## config.mk

```make
export PLATFORM = sky130hd
export DESIGN_NAME = lcd_driver
export DESIGN_NICKNAME = d
export VERILOG_FILES = /design/src/hw/lcd_pkg.sv /design/src/hw/lcd_driver.sv /design/src/hw/lcd_sub_tick.sv /design/src/hw/lcd_wave_gen.sv
export SDC_FILE = /design/constraint.sdc
export NUM_CORES = 2
export LEC_CHECK = 0
export BUFFER_PORTS_ARGS = -buffer_cell sky130_fd_sc_hd__buf_2
export CORE_ASPECT_RATIO = 1.25
export CORE_UTILIZATION = 50
export DETAILED_ROUTE_END_ITERATION = 7
export GPL_TIMING_DRIVEN = 0
export MAX_ROUTING_LAYER = met4
export PLACE_DENSITY = 0.76
export SYNTH_ARGS = -nofsm -noshare
export SYNTH_HDL_FRONTEND = slang
export SYNTH_SLANG_ARGS = --single-unit
```

## constraint.sdc

```tcl
create_clock -name CLK -period 5.6 [get_ports CLK]
set_clock_uncertainty 0.15 [all_clocks]
set_input_delay 0.56 -clock CLK [delete_from_list [all_inputs] [get_ports CLK]]
set_output_delay 0.56 -clock CLK [all_outputs]
set_load 0.005 [all_outputs]
```

## src/hw/lcd_pkg.sv

```systemverilog
// Functional notes
// - Scanner reads display memory every slot; writes show without further action.
// - Direct accesses in the display range go to bank 0 general memory.
// - Display enable acts in normal, slow, idle; sleep forces display off.
// - Control bit 7 picks waveform: 0 type A, 1 type B.
// - Two select registers choose segment drive or CMOS output per pin.
// - A CMOS-selected segment pin outputs its display memory bit.
// - Select bits mean 0 general output, 1 segment; all reset to 1.
// - LCD reset is high in sleep or while display enable is 0.
// - Display enable 0 stops all panel drive, blanking the display.
// - LCD clock is the sub-clock divided by 8, about 4 kHz.
// - Quarter duty: four commons, four slots per frame.
// - Type B runs at lower signal frequency than type A.
// - Drive averages to zero DC across every pixel.
// - Third bias: each output picks one of four levels per half slot.
// - Power-on reset clears display enable to 0.
package lcd_pkg;
  localparam int ADDR_W = 8;
  localparam int DATA_W = 8;
  localparam logic [7:0] ADDR_CTRL    = 8'h00;
  localparam logic [7:0] ADDR_PORTC   = 8'h01;
  localparam logic [7:0] ADDR_PORTD   = 8'h02;
  localparam logic [7:0] ADDR_BANK    = 8'h03;
  localparam logic [7:0] ADDR_POINTER = 8'h04;
  localparam logic [7:0] ADDR_INDIR   = 8'h05;
  localparam logic [7:0] DMEM_BASE    = 8'h40;
  localparam logic [7:0] DMEM_LAST    = 8'h4F;
  localparam logic [7:0] BANK_DISPLAY = 8'h01;
  localparam int CTRL_EN_BIT   = 0;
  localparam int CTRL_TYPE_BIT = 7;
  localparam logic [7:0] CTRL_MASK   = 8'h81;
  localparam logic [7:0] SELECT_RST  = 8'hFF;
  localparam logic [7:0] ZERO8       = 8'h00;
  localparam int DMEM_WORDS = 16;
  localparam int GMEM_WORDS = 256;
  localparam int NUM_COM = 4;
  localparam int NUM_SEG = 16;
  localparam int SUB_DIV = 8;
  // Drive levels: ground and three bias steps, VC < VB < VA.
  typedef enum logic [1:0] {LVL_GND, LVL_C, LVL_B, LVL_A} level_t;
endpackage

```

## src/hw/lcd_driver.sv

```systemverilog
// Added by the designer: the register addresses and the plain strobed port.
`timescale 1ns/100ps
module lcd_driver
  import lcd_pkg::*;
(
  input  wire logic                  CLK,
  input  wire logic                  NRST,
  input  wire logic                  SUB_CLOCK,
  input  wire logic                  SLEEP,
  input  wire logic [lcd_pkg::ADDR_W-1:0] ADDR,
  input  wire logic [lcd_pkg::DATA_W-1:0] WDATA,
  input  wire logic                  WR,
  input  wire logic                  RD,
  output logic [lcd_pkg::DATA_W-1:0] RDATA,
  output logic                       LCD_RESET,
  output logic [7:0]                 COM_LEVEL,
  output logic [31:0]                SEG_LEVEL,
  output logic [15:0]                SEG_CMOS_EN,
  output logic [15:0]                SEG_CMOS_OUT
);
  import lcd_pkg::*;

  logic [7:0] display_control_reg;
  logic [7:0] portc_segment_select;
  logic [7:0] portd_segment_select;
  logic [7:0] bank_pointer_reg;
  logic [7:0] indirect_pointer_one;
  logic [3:0] dmem [DMEM_WORDS];
  logic [7:0] gmem [GMEM_WORDS];
  logic       sleep_s1;
  logic       sleep_s2;
  logic       tick;
  logic [1:0] slot;
  logic       pol;
  logic [15:0] select_all;
  logic       display_enable_bit;
  logic       wave_type;

  function automatic logic in_display(input logic [7:0] a);
    in_display = (a >= DMEM_BASE) && (a <= DMEM_LAST);
  endfunction

  wire indir_disp = (bank_pointer_reg == BANK_DISPLAY) &&
                    in_display(indirect_pointer_one);
  wire [3:0] dm_idx = indirect_pointer_one[3:0];

  assign display_enable_bit = display_control_reg[CTRL_EN_BIT];
  assign wave_type = display_control_reg[CTRL_TYPE_BIT];
  assign select_all = {portd_segment_select, portc_segment_select};

  always_ff @(posedge CLK) begin
    if (!NRST) begin
      sleep_s1 <= 1'b0;
      sleep_s2 <= 1'b0;
    end else begin
      sleep_s1 <= SLEEP;
      sleep_s2 <= sleep_s1;
    end
  end

  // Sleep overrides the enable bit regardless of what software wrote.
  always_ff @(posedge CLK) begin
    if (!NRST) begin
      LCD_RESET <= 1'b1;
    end else begin
      LCD_RESET <= sleep_s2 | ~display_enable_bit;
    end
  end

  always_ff @(posedge CLK) begin
    if (!NRST) begin
      display_control_reg  <= ZERO8;
      portc_segment_select <= SELECT_RST;
      portd_segment_select <= SELECT_RST;
      bank_pointer_reg     <= ZERO8;
      indirect_pointer_one <= ZERO8;
    end else if (WR) begin
      unique case (ADDR)
        ADDR_CTRL:    display_control_reg  <= WDATA & CTRL_MASK;
        ADDR_PORTC:   portc_segment_select <= WDATA;
        ADDR_PORTD:   portd_segment_select <= WDATA;
        ADDR_BANK:    bank_pointer_reg     <= WDATA;
        ADDR_POINTER: indirect_pointer_one <= WDATA;
        default: ;
      endcase
    end
  end

  // Display memory powers up undefined; software must fill it.
  always_ff @(posedge CLK) begin
    if (WR && ADDR == ADDR_INDIR && indir_disp) begin
      dmem[dm_idx] <= WDATA[3:0];
    end
  end

  // Direct accesses to the display range land in general memory.
  always_ff @(posedge CLK) begin
    if (WR && ADDR == ADDR_INDIR && !indir_disp) begin
      gmem[indirect_pointer_one] <= WDATA;
    end else if (WR && in_display(ADDR)) begin
      gmem[ADDR] <= WDATA;
    end
  end

  always_ff @(posedge CLK) begin
    if (!NRST) begin
      RDATA <= ZERO8;
    end else if (RD) begin
      if (in_display(ADDR)) begin
        RDATA <= gmem[ADDR];
      end else begin
        unique case (ADDR)
          ADDR_CTRL:    RDATA <= display_control_reg;
          ADDR_PORTC:   RDATA <= portc_segment_select;
          ADDR_PORTD:   RDATA <= portd_segment_select;
          ADDR_BANK:    RDATA <= bank_pointer_reg;
          ADDR_POINTER: RDATA <= indirect_pointer_one;
          ADDR_INDIR:   RDATA <= indir_disp ? {4'h0, dmem[dm_idx]}
                                            : gmem[indirect_pointer_one];
          default:      RDATA <= ZERO8;
        endcase
      end
    end else begin
      RDATA <= ZERO8;
    end
  end

  lcd_sub_tick #(.DIV(SUB_DIV)) u_tick (
    .CLK       (CLK),
    .NRST      (NRST),
    .SUB_CLOCK (SUB_CLOCK),
    .TICK      (tick)
  );

  lcd_wave_gen u_wave (
    .CLK       (CLK),
    .NRST      (NRST),
    .TICK      (tick),
    .LCD_RESET (LCD_RESET),
    .WAVE_TYPE (wave_type),
    .SLOT      (slot),
    .PHASE     (),
    .POL       (pol)
  );

  // Selected common sits at VA or ground, others at VC or VB, swapping
  // with polarity so every pixel sees zero average voltage.
  genvar c;
  generate
    for (c = 0; c < NUM_COM; c++) begin : g_com
      always_ff @(posedge CLK) begin
        if (!NRST || LCD_RESET) begin
          COM_LEVEL[2*c +: 2] <= LVL_GND;
        end else if (slot == 2'(c)) begin
          COM_LEVEL[2*c +: 2] <= pol ? LVL_GND : LVL_A;
        end else begin
          COM_LEVEL[2*c +: 2] <= pol ? LVL_B : LVL_C;
        end
      end
    end
  endgenerate

  // Each segment reads its memory nibble live every slot.
  genvar s;
  generate
    for (s = 0; s < NUM_SEG; s++) begin : g_seg
      wire on = dmem[s][slot];
      always_ff @(posedge CLK) begin
        if (!NRST || LCD_RESET || !select_all[s]) begin
          SEG_LEVEL[2*s +: 2] <= LVL_GND;
        end else if (on) begin
          SEG_LEVEL[2*s +: 2] <= pol ? LVL_A : LVL_GND;
        end else begin
          SEG_LEVEL[2*s +: 2] <= pol ? LVL_C : LVL_B;
        end
      end
      always_ff @(posedge CLK) begin
        if (!NRST) begin
          SEG_CMOS_EN[s]  <= 1'b0;
          SEG_CMOS_OUT[s] <= 1'b0;
        end else begin
          SEG_CMOS_EN[s]  <= ~select_all[s];
          SEG_CMOS_OUT[s] <= ~select_all[s] & dmem[s][0];
        end
      end
    end
  endgenerate

  property p_reset_cause;
    @(posedge CLK) disable iff (!NRST)
      LCD_RESET == $past(sleep_s2 | ~display_enable_bit);
  endproperty
  a_reset_cause: assert property (p_reset_cause)
    else $error("LCD reset does not follow sleep or enable.");

  property p_sleep_off;
    @(posedge CLK) disable iff (!NRST)
      sleep_s2 |=> LCD_RESET;
  endproperty
  a_sleep_off: assert property (p_sleep_off)
    else $error("Display stays on in sleep.");

  property p_blank;
    @(posedge CLK) disable iff (!NRST)
      LCD_RESET |=> (COM_LEVEL == '0) && (SEG_LEVEL == '0);
  endproperty
  a_blank: assert property (p_blank)
    else $error("Panel drive active while LCD reset.");

  property p_slot_home;
    @(posedge CLK) disable iff (!NRST)
      LCD_RESET |=> slot == 2'h0;
  endproperty
  a_slot_home: assert property (p_slot_home)
    else $error("Sequencer not at first slot under LCD reset.");

  property p_ctrl_reset;
    @(posedge CLK) !NRST |=> display_control_reg == ZERO8 &&
      portc_segment_select == SELECT_RST && portd_segment_select == SELECT_RST;
  endproperty
  a_ctrl_reset: assert property (p_ctrl_reset)
    else $error("Register reset values wrong.");

  property p_cmos;
    @(posedge CLK) disable iff (!NRST)
      !select_all[0] |=> SEG_CMOS_EN[0] && SEG_LEVEL[1:0] == 2'h0;
  endproperty
  a_cmos: assert property (p_cmos)
    else $error("CMOS-selected pin still driven as segment.");

  property p_type_b_hold;
    @(posedge CLK) disable iff (!NRST)
      wave_type && $stable(wave_type) && !LCD_RESET && tick &&
        slot != 2'h3 && !(WR && ADDR == ADDR_CTRL) |=> $stable(pol);
  endproperty
  a_type_b_hold: assert property (p_type_b_hold)
    else $error("Type B polarity changed inside a frame.");

  property p_one_com;
    @(posedge CLK) disable iff (!NRST)
      !LCD_RESET && !$past(LCD_RESET) |->
        $countones({COM_LEVEL[7:6] inside {LVL_A, LVL_GND},
                    COM_LEVEL[5:4] inside {LVL_A, LVL_GND},
                    COM_LEVEL[3:2] inside {LVL_A, LVL_GND},
                    COM_LEVEL[1:0] inside {LVL_A, LVL_GND}}) == 1;
  endproperty
  a_one_com: assert property (p_one_com)
    else $error("Not exactly one common selected.");

  property p_ctrl_mask;
    @(posedge CLK) disable iff (!NRST)
      (display_control_reg & ~CTRL_MASK) == ZERO8;
  endproperty
  a_ctrl_mask: assert property (p_ctrl_mask)
    else $error("Reserved control bits are set.");

  property p_direct_gmem;
    @(posedge CLK) disable iff (!NRST)
      WR && ADDR == DMEM_BASE |=> gmem[DMEM_BASE] == $past(WDATA);
  endproperty
  a_direct_gmem: assert property (p_direct_gmem)
    else $error("Direct display-range write missed general memory.");

  property p_indir_dmem;
    @(posedge CLK) disable iff (!NRST)
      WR && ADDR == ADDR_INDIR && indir_disp && dm_idx == 4'h3
        |=> dmem[3] == $past(WDATA[3:0]);
  endproperty
  a_indir_dmem: assert property (p_indir_dmem)
    else $error("Indirect write did not reach display memory.");

  property p_type_a_flip;
    @(posedge CLK) disable iff (!NRST)
      !wave_type && !LCD_RESET && tick && !(WR && ADDR == ADDR_CTRL)
        |=> pol != $past(pol);
  endproperty
  a_type_a_flip: assert property (p_type_a_flip)
    else $error("Type A polarity did not flip on a tick.");

  property p_slot_step;
    @(posedge CLK) disable iff (!NRST)
      !LCD_RESET && !tick |=> $stable(slot);
  endproperty
  a_slot_step: assert property (p_slot_step)
    else $error("Common slot moved without a tick.");

  property p_live_seg;
    @(posedge CLK) disable iff (!NRST)
      select_all[2] && !LCD_RESET
        |=> (SEG_LEVEL[5:4] inside {LVL_A, LVL_GND}) == $past(dmem[2][slot]);
  endproperty
  a_live_seg: assert property (p_live_seg)
    else $error("Segment drive does not follow display memory.");

  property p_cmos_out;
    @(posedge CLK) disable iff (!NRST)
      !select_all[1] |=> SEG_CMOS_OUT[1] == $past(dmem[1][0]);
  endproperty
  a_cmos_out: assert property (p_cmos_out)
    else $error("CMOS output level differs from display memory.");

  property p_seg_mode;
    @(posedge CLK) disable iff (!NRST)
      select_all[1] |=> !SEG_CMOS_EN[1] && !SEG_CMOS_OUT[1];
  endproperty
  a_seg_mode: assert property (p_seg_mode)
    else $error("Segment-selected pin still acts as CMOS output.");
endmodule // lcd_driver

```

## src/hw/lcd_sub_tick.sv

```systemverilog
`timescale 1ns/100ps
module lcd_sub_tick
  import lcd_pkg::*;
#(
  parameter int DIV = lcd_pkg::SUB_DIV
) (
  input  wire logic CLK,
  input  wire logic NRST,
  input  wire logic SUB_CLOCK,
  output logic      TICK
);
  logic       sync1;
  logic       sync2;
  logic       prev;
  logic [3:0] cnt;
  wire        rise = sync2 & ~prev;

  // The sub-clock is foreign, so it is sampled twice before edge detection.
  always_ff @(posedge CLK) begin
    if (!NRST) begin
      sync1 <= 1'b0;
      sync2 <= 1'b0;
      prev  <= 1'b0;
    end else begin
      sync1 <= SUB_CLOCK;
      sync2 <= sync1;
      prev  <= sync2;
    end
  end

  always_ff @(posedge CLK) begin
    if (!NRST) begin
      cnt  <= 4'h0;
      TICK <= 1'b0;
    end else begin
      TICK <= 1'b0;
      if (rise) begin
        if (cnt == 4'(DIV - 1)) begin
          cnt  <= 4'h0;
          TICK <= 1'b1;
        end else begin
          cnt <= cnt + 4'h1;
        end
      end
    end
  end
endmodule // lcd_sub_tick

```

## src/hw/lcd_wave_gen.sv

```systemverilog
`timescale 1ns/100ps
module lcd_wave_gen
  import lcd_pkg::*;
(
  input  wire logic        CLK,
  input  wire logic        NRST,
  input  wire logic        TICK,
  input  wire logic        LCD_RESET,
  input  wire logic        WAVE_TYPE,
  output logic [1:0]       SLOT,
  output logic             PHASE,
  output logic             POL
);
  logic frame_pol;

  // Each slot has two halves; type A flips in the middle of every slot,
  // type B holds polarity for a whole frame and flips per frame, so its
  // signal frequency is lower for the same LCD clock.
  always_ff @(posedge CLK) begin
    if (!NRST || LCD_RESET) begin
      SLOT      <= 2'h0;
      PHASE     <= 1'b0;
      frame_pol <= 1'b0;
    end else if (TICK) begin
      PHASE <= ~PHASE;
      if (PHASE) begin
        SLOT <= SLOT + 2'h1;
        if (SLOT == 2'(NUM_COM - 1)) begin
          frame_pol <= ~frame_pol;
        end
      end
    end
  end

  assign POL = WAVE_TYPE ? frame_pol : PHASE;
endmodule // lcd_wave_gen

```

### Word-level counts from Yosys, hierarchy flattened

Memory sizes are Yosys's and may differ from the RTL's. A register that Yosys moved wholly into a read port is not among the register bits.
Index checks and enable logic that the tools add are counted.

| cells by class | value |
|---|---|
| equal/unequal tests | 10 |
| reduce and logical (&&, ||, !) cells | 54 |
| magnitude comparators | 5 |
| add/sub/neg operators | 2 |
| multiplexer cells | 76 |
| bitwise logic cells | 38 |

Operators by type and width:

| operator | number |
|---|---|
| $mux 2 | 24 |
| $mux 8 | 6 |
| $pmux 8 s6 | 1 |
| $bmux 1 s2 | 16 |
| $mux 1 | 26 |
| $not 1->1 | 20 |
| $logic_not 1->1 | 18 |
| $and 1x1->1 | 17 |
| $logic_or 1x1->1 | 17 |
| $eq 8x1->1 const B | 2 |
| $eq 8x2->1 const B | 2 |
| $eq 8x3->1 const B | 2 |
| $ge 8x7->1 const B | 2 |
| $le 8x7->1 const B | 2 |
| $reduce_and 2->1 | 8 |
| $mux 4 | 3 |
| $logic_not 8->1 | 1 |
| $reduce_or 8->1 | 1 |
| $logic_and 1x1->1 | 7 |
| $add 4x1->4 const B | 1 |
| $eq 2x2->1 const B | 2 |
| $eq 4x3->1 const B | 1 |
| $lt 2x3->1 const B | 1 |
| $reduce_and 3->1 | 1 |
| other kinds (4) | 4 |

| storage, ports and cells | value |
|---|---|
| memories | 2 |
| output and inout bits | 81 |
| logic and storage cells | 256 |
| RAM bits | 2,112 |
| input bits | 22 |
| register bits | 129 |

Memories:

| name | depth | bits a word | read ports | clocked after memory_dff | wr ports | RTL line | text |
|---|---|---|---|---|---|---|---|
| gmem | 256 | 8 | 2 | 1 | 1 | lcd_driver.sv:29 | `logic [7:0] gmem [GMEM_WORDS];` |
| dmem | 16 | 4 | 17 | 1 | 1 | lcd_driver.sv:28 | `logic [3:0] dmem [DMEM_WORDS];` |

### Logic depth before layout (Yosys ltp)

| logic depth | value |
|---|---|
| depth in word-level cells | 9 |
| depth in mapped cells | 14 |

### Modules after synthesis

A second synthesis with hierarchy kept.

| unflattened totals | value |
|---|---|
| cells, all modules | 4,482 |
| area, all modules | 88,748.9 um2 |

Modules (own cells, without submodules):

| module | sequential area each (um2) | area each (um2) | cells an instance | times used |
|---|---|---|---|---|
| lcd_driver | 65,923.2 | 88,239.6 | 4,432 | 1 |
| lcd_sub_tick | 160.2 | 306.5 | 30 | 1 |
| lcd_wave_gen | 80.1 | 202.7 | 20 | 1 |

### Least setup slack after synthesis

Ideal clock, no wire load.

| timing path | value |
|---|---|
| kind | input -> register |
| start point | input ADDR[5] in the netlist's numbering |
| end point | memory gmem[153][0], enable pin |
| arrival time | 2,969 ps |
| stages | 8 |
| path slack | 2,098 ps |
| required time | 5,067 ps |
| path buffers | 2 |
| path through | or4_1 -> nor3b_2 -> a21oi_1 -> nor2b_1 -> buf_2 -> nand4_1 -> clkbuf_1 -> nor3_1 |

| between the ends | value |
|---|---|
| longest elaborated chain between the ends | 8 |

Ends and longest elaborated chain:

| element | RTL line | text |
|---|---|---|
| start: declaration | lcd_driver.sv:10 | `input wire logic [lcd_pkg::ADDR_W-1:0] ADDR,` |
| $ge 8x7->1 or $le 8x7->1 (tied branches) | lcd_driver.sv:40 | `in_display = (a >= DMEM_BASE) && (a <= DMEM_LAST);` |
| $logic_and 1x1->1 | lcd_driver.sv:40 |  |
| $logic_and 1x1->1 | lcd_driver.sv:100 | `end else if (WR && in_display(ADDR)) begin` |
| $mux 1 | lcd_driver.sv:100 |  |
| $mux 1 | lcd_driver.sv:98 | `if (WR && ADDR == ADDR_INDIR && !indir_disp) begin` |
| $mux 1 (not written as such) | lcd_driver.sv:101 | `gmem[ADDR] <= WDATA;` |
| $reduce_or 8->1 (no line) | n/a |  |
| $mux 8 (no line) or $mux 1 (tied branches) | n/a |  |
| end: declaration | lcd_driver.sv:29 |  |

Parallel ways exist; a longest one is shown, timed or not.

==> metrics.md <==
| Metric | Value |
|---|---|
| Status | `finished with violations` |
| Failing checks | `hold timing, capacitance limit, slew limit, setup timing` |
| Regs by FF count | `gmem (2048), dmem (64), SEG_LEVEL (32)` |
| Largest family of logic cells by synthesized area | `multiplexers` |
| Post-layout net count | `4754` |
| Worst path required time | `6.19 ns` |
| Warnings, synthesis | `0` |
| Most used flip-flop cell after synthesis | `edfxtp_1` |
| Yosys top cell by area | `edfxtp_1` |
| H-Tree Level Count | `4` |
| Tot GR Track Use | `39.30%` |
| Global-route wire length before repair | `443500 um` |
| Post-synthesis sequential area ratio | `74.46%` |
| Crit path launch type | `register` |
| Min Hold Slack | `-0.01804 ns` |
| Initial antenna violation count | `29` |
| Commonest cells after routing, fill and taps aside | `edfxtp_1 (2112), mux4_2 (568), nor2_1 (329)` |
| Hold crit path type | `input port to register` |
| Fmax | `0.1681 GHz` |
| Final period utilization | `106.2%` |
| Drt pass-1 iters | `8` |
| Worst R2R Setup Slack | `-0.35 ns` |
| Logic gate share of total power | `1.5%` |
| WHS Path Cells | `1` |
| Pin count of the biggest net entering global routing | `162` |
| Endpoints failing setup | `6` |
| Total stage count of the critical path | `12` |
| Power Dens Cells | `329.9 nW/um^2` |
| CP top delay family | `buffers and inverters` |
| Crit path top cell by count | `buf_2` |
| Total gr overflow | `0` |
| Worst setup EP type | `register` |
| Max_cap viols | `7` |
| Die width | `378.9 um` |
| Kind of critical path | `register to register` |
| Post-route cell area | `99520 um^2` |
| Global placement routability congestion | `1.156` |
| Top cell type's share of synthesized area | `71.44%` |
| R2R depth | `12` |
| Ys async rst share | `0%` |
| End point of the critical path | `RDATA[1]` |
| CP max stage delay | `0.71 ns` |
| Synthesized area per cell | `20.15 um^2` |
| Placement Rows | `172` |
| Final Max Tran Viols | `60` |
| Clk pwr share | `42.7%` |
| CTS tree | `yes` |
| Share of layout cells above drive strength 1 | `24.46%` |
| Reg with most FFs | `gmem` |
| Post-CTS setup buffer count | `0` |
| Clock-pin slew on the worst setup and hold paths | `0.07 ns` |
| Clock latency on the worst-skew pair | `0.89 ns` |
| DRC viols | `0` |
| Placed insts | `6871` |
| Most common cell after layout, fill and taps aside | `edfxtp_1` |
| Crit Reg-Reg Endpoint | `RDATA[1]` |
| Switch Pwr | `6.785 mW` |
| Leakage power | `30.21 nW` |
| Unrepaired setup endpoints after global routing | `false` |
| Mapped Area | `88780 um^2` |
| Num ports | `103` |
| VDD IR max | `0.0003672 V` |
| Clk sinks | `2246` |
| Post-Synth Simple-Gate Area | `4.036%` |
| Slew @ Worst Pin | `1.763 ns` |
| Core area | `176000 um^2` |
| Final TNS setup | `-1.125 ns` |
| DP Wirelength | `227100 um` |
| Routed via count | `52.20k` |
| #FFs+latches synth | `2246` |
| Cts bufs inserted | `199` |
| Critical Path, Cell by Cell | `buf_4 > buf_2 > buf_2 > buf_4 > buf_2 > mux4_2 > a22oi_1 > a21oi_1 > nor3_1 > nand2_1 > o21ai_0 > a21oi_1` |
| Area grow syn2layout | `12.09%` |
| Sequential power share | `55.9%` |
| CP Buf/Inv Count | `5` |
| Slowest stage cell, crit path | `buf_2` |
| Arrival @ worst endpoint | `6.54 ns` |
| Number of synthesized flops with an enable pin | `2112` |
| DP Area | `92780 um^2` |
| Max reg flops | `2048` |
| Initial Utilization | `50.43%` |
| Root Buffer | `clkbuf_16` |
| Final Hold Fails | `1` |
| Die area | `179300 um^2` |
| Cell Int Power | `26.05 mW` |
| Buffers on Ports | `99` |
| Filler cells | `12.81k` |
| Slew HR | `-17.54%` |
| Syn_nets | `4433` |
| XOR/XNOR Fraction of Synth Area | `0.2368%` |
| Layout Utilization | `56.53%` |
| Finished Layout Cells | `7278` |
| Synth Area in Compound Gates | `2.549%` |
| Synth cell types | `70` |
| WL/cell | `46.72 um` |
| Max clock buf depth | `3` |
| Syn Inst Count | `4406` |
| Die height | `473.1 um` |
| Minimum clock period | `5.948 ns` |
| Final worst slack | `-0.3481 ns` |
| Multiplexer share of the synthesized area | `16.67%` |
| Initial DRC Count | `9945` |
| Critical path peak fanout | `10` |
| Via-to-Cell Ratio | `7.173` |
| Antenna viol nets, final | `0` |
| Switching power share of the total | `20.67%` |
| Most area-consuming cells after synthesis | `edfxtp_1 (71%), mux4_2 (14%), dfxtp_1 (3.0%)` |
| Number of global-route vias before repair | `49.02k` |
| Post-Synth Adder-Cell Area | `0.07047%` |
| Total Wirelength | `340100 um` |
==> per-stage QoR <==
stage          total power [mW]  setup WS (ns)
2_1_floorplan             18.81          2.098
3_3_place_gp              19.17         -1.508
3_5_place_dp              19.16        -0.6934
4_1_cts                   32.66       0.005492
5_1_grt                   33.28       0.006482
6_report                  32.83        -0.3481
==> repair_timing <==
action | 4_1_cts | 5_1_grt
setup endpoints to repair | 3 | 4
gates resized for setup | 5 | 7
hold buffers | 3 | 0
hold endpoints to repair | 13 | 0
==> power groups by stage <==
stage	clock network (mW)	logic, mW	registers (mW)
global placement	0	0.404	18.8
finish	14.0	0.477	18.3
detailed placement	0	0.454	18.7
CTS	13.9	0.455	18.3
floorplan	0	0.0997	18.7
global route	14.5	0.477	18.3
==> cell families after synthesis <==
logic type | Yosys count
flip-flops | 2246
adder cells (fa/ha/maj) | 5
AO/OA/AOI/OAI | 322
AND/OR/NAND/NOR | 780
XOR/XNOR | 24
multiplexers | 748
buffers and inverters | 281
==> worst min-delay path by stage <==
| stage | start | end | slack [ns] |
|---|---|---|---|
| 6_report | WDATA[7] | gmem[73][7] | -0.02 |
| 5_1_grt | WDATA[7] | gmem[73][7] | 0.04 |
| 4_1_cts | WDATA[7] | gmem[73][7] | 0.02 |
| 3_5_place_dp | sleep_s2 | LCD_RESET | 0.26 |
| 3_3_place_gp | sleep_s2 | LCD_RESET | 0.26 |
| 2_1_floorplan | sleep_s2 | LCD_RESET | 0.24 |
==> metal layers <==
metal	track usage, %	vias to the layer above	share of wire (%)
li1	-	18810	-
met1	43.92	26670	30
met2	56.66	5343	45
met3	13.41	1383	14
met4	33.14	0	11
met5	-	-	0
==> synth_stat cells, types with 10 or more instances <==
cell type / count
a211oi_1: 14
a21boi_0: 18
a21oi_1: 49
a221oi_1: 14
a22o_1: 10
a22oi_1: 52
a31oi_1: 20
and2_1: 48
and3_1: 29
buf_1: 18
buf_2: 56
buf_4: 19
buf_6: 29
buf_8: 26
clkbuf_1: 118
dfxtp_1: 134
edfxtp_1: 2112
inv_1: 11
mux2_2: 10
mux2i_1: 158
mux4_1: 12
mux4_2: 568
nand2_1: 150
nand2b_1: 13
nand3_1: 65
nand4_1: 20
nor2_1: 334
nor2b_1: 40
nor3_1: 38
o21ai_0: 29
o221ai_1: 23
o22ai_1: 34
or2_2: 11
xor2_1: 21
==> final cells by class <==
class                   instances  area, um^2  area share, %
flip-flops and latches       2246       66100          66.42
inverters                      12       45.04        0.04526
clock buffers                 260        5512          5.538
plain buffers                 267        1769          1.778
well taps                    2349        2939          2.953
multi-input cells            1879       21020          21.12
clock inverters               100        1020          1.025
diodes                         43       107.6         0.1081
repair buffers                122        1002          1.007
Note: power is estimated with default switching activity, not from simulation.
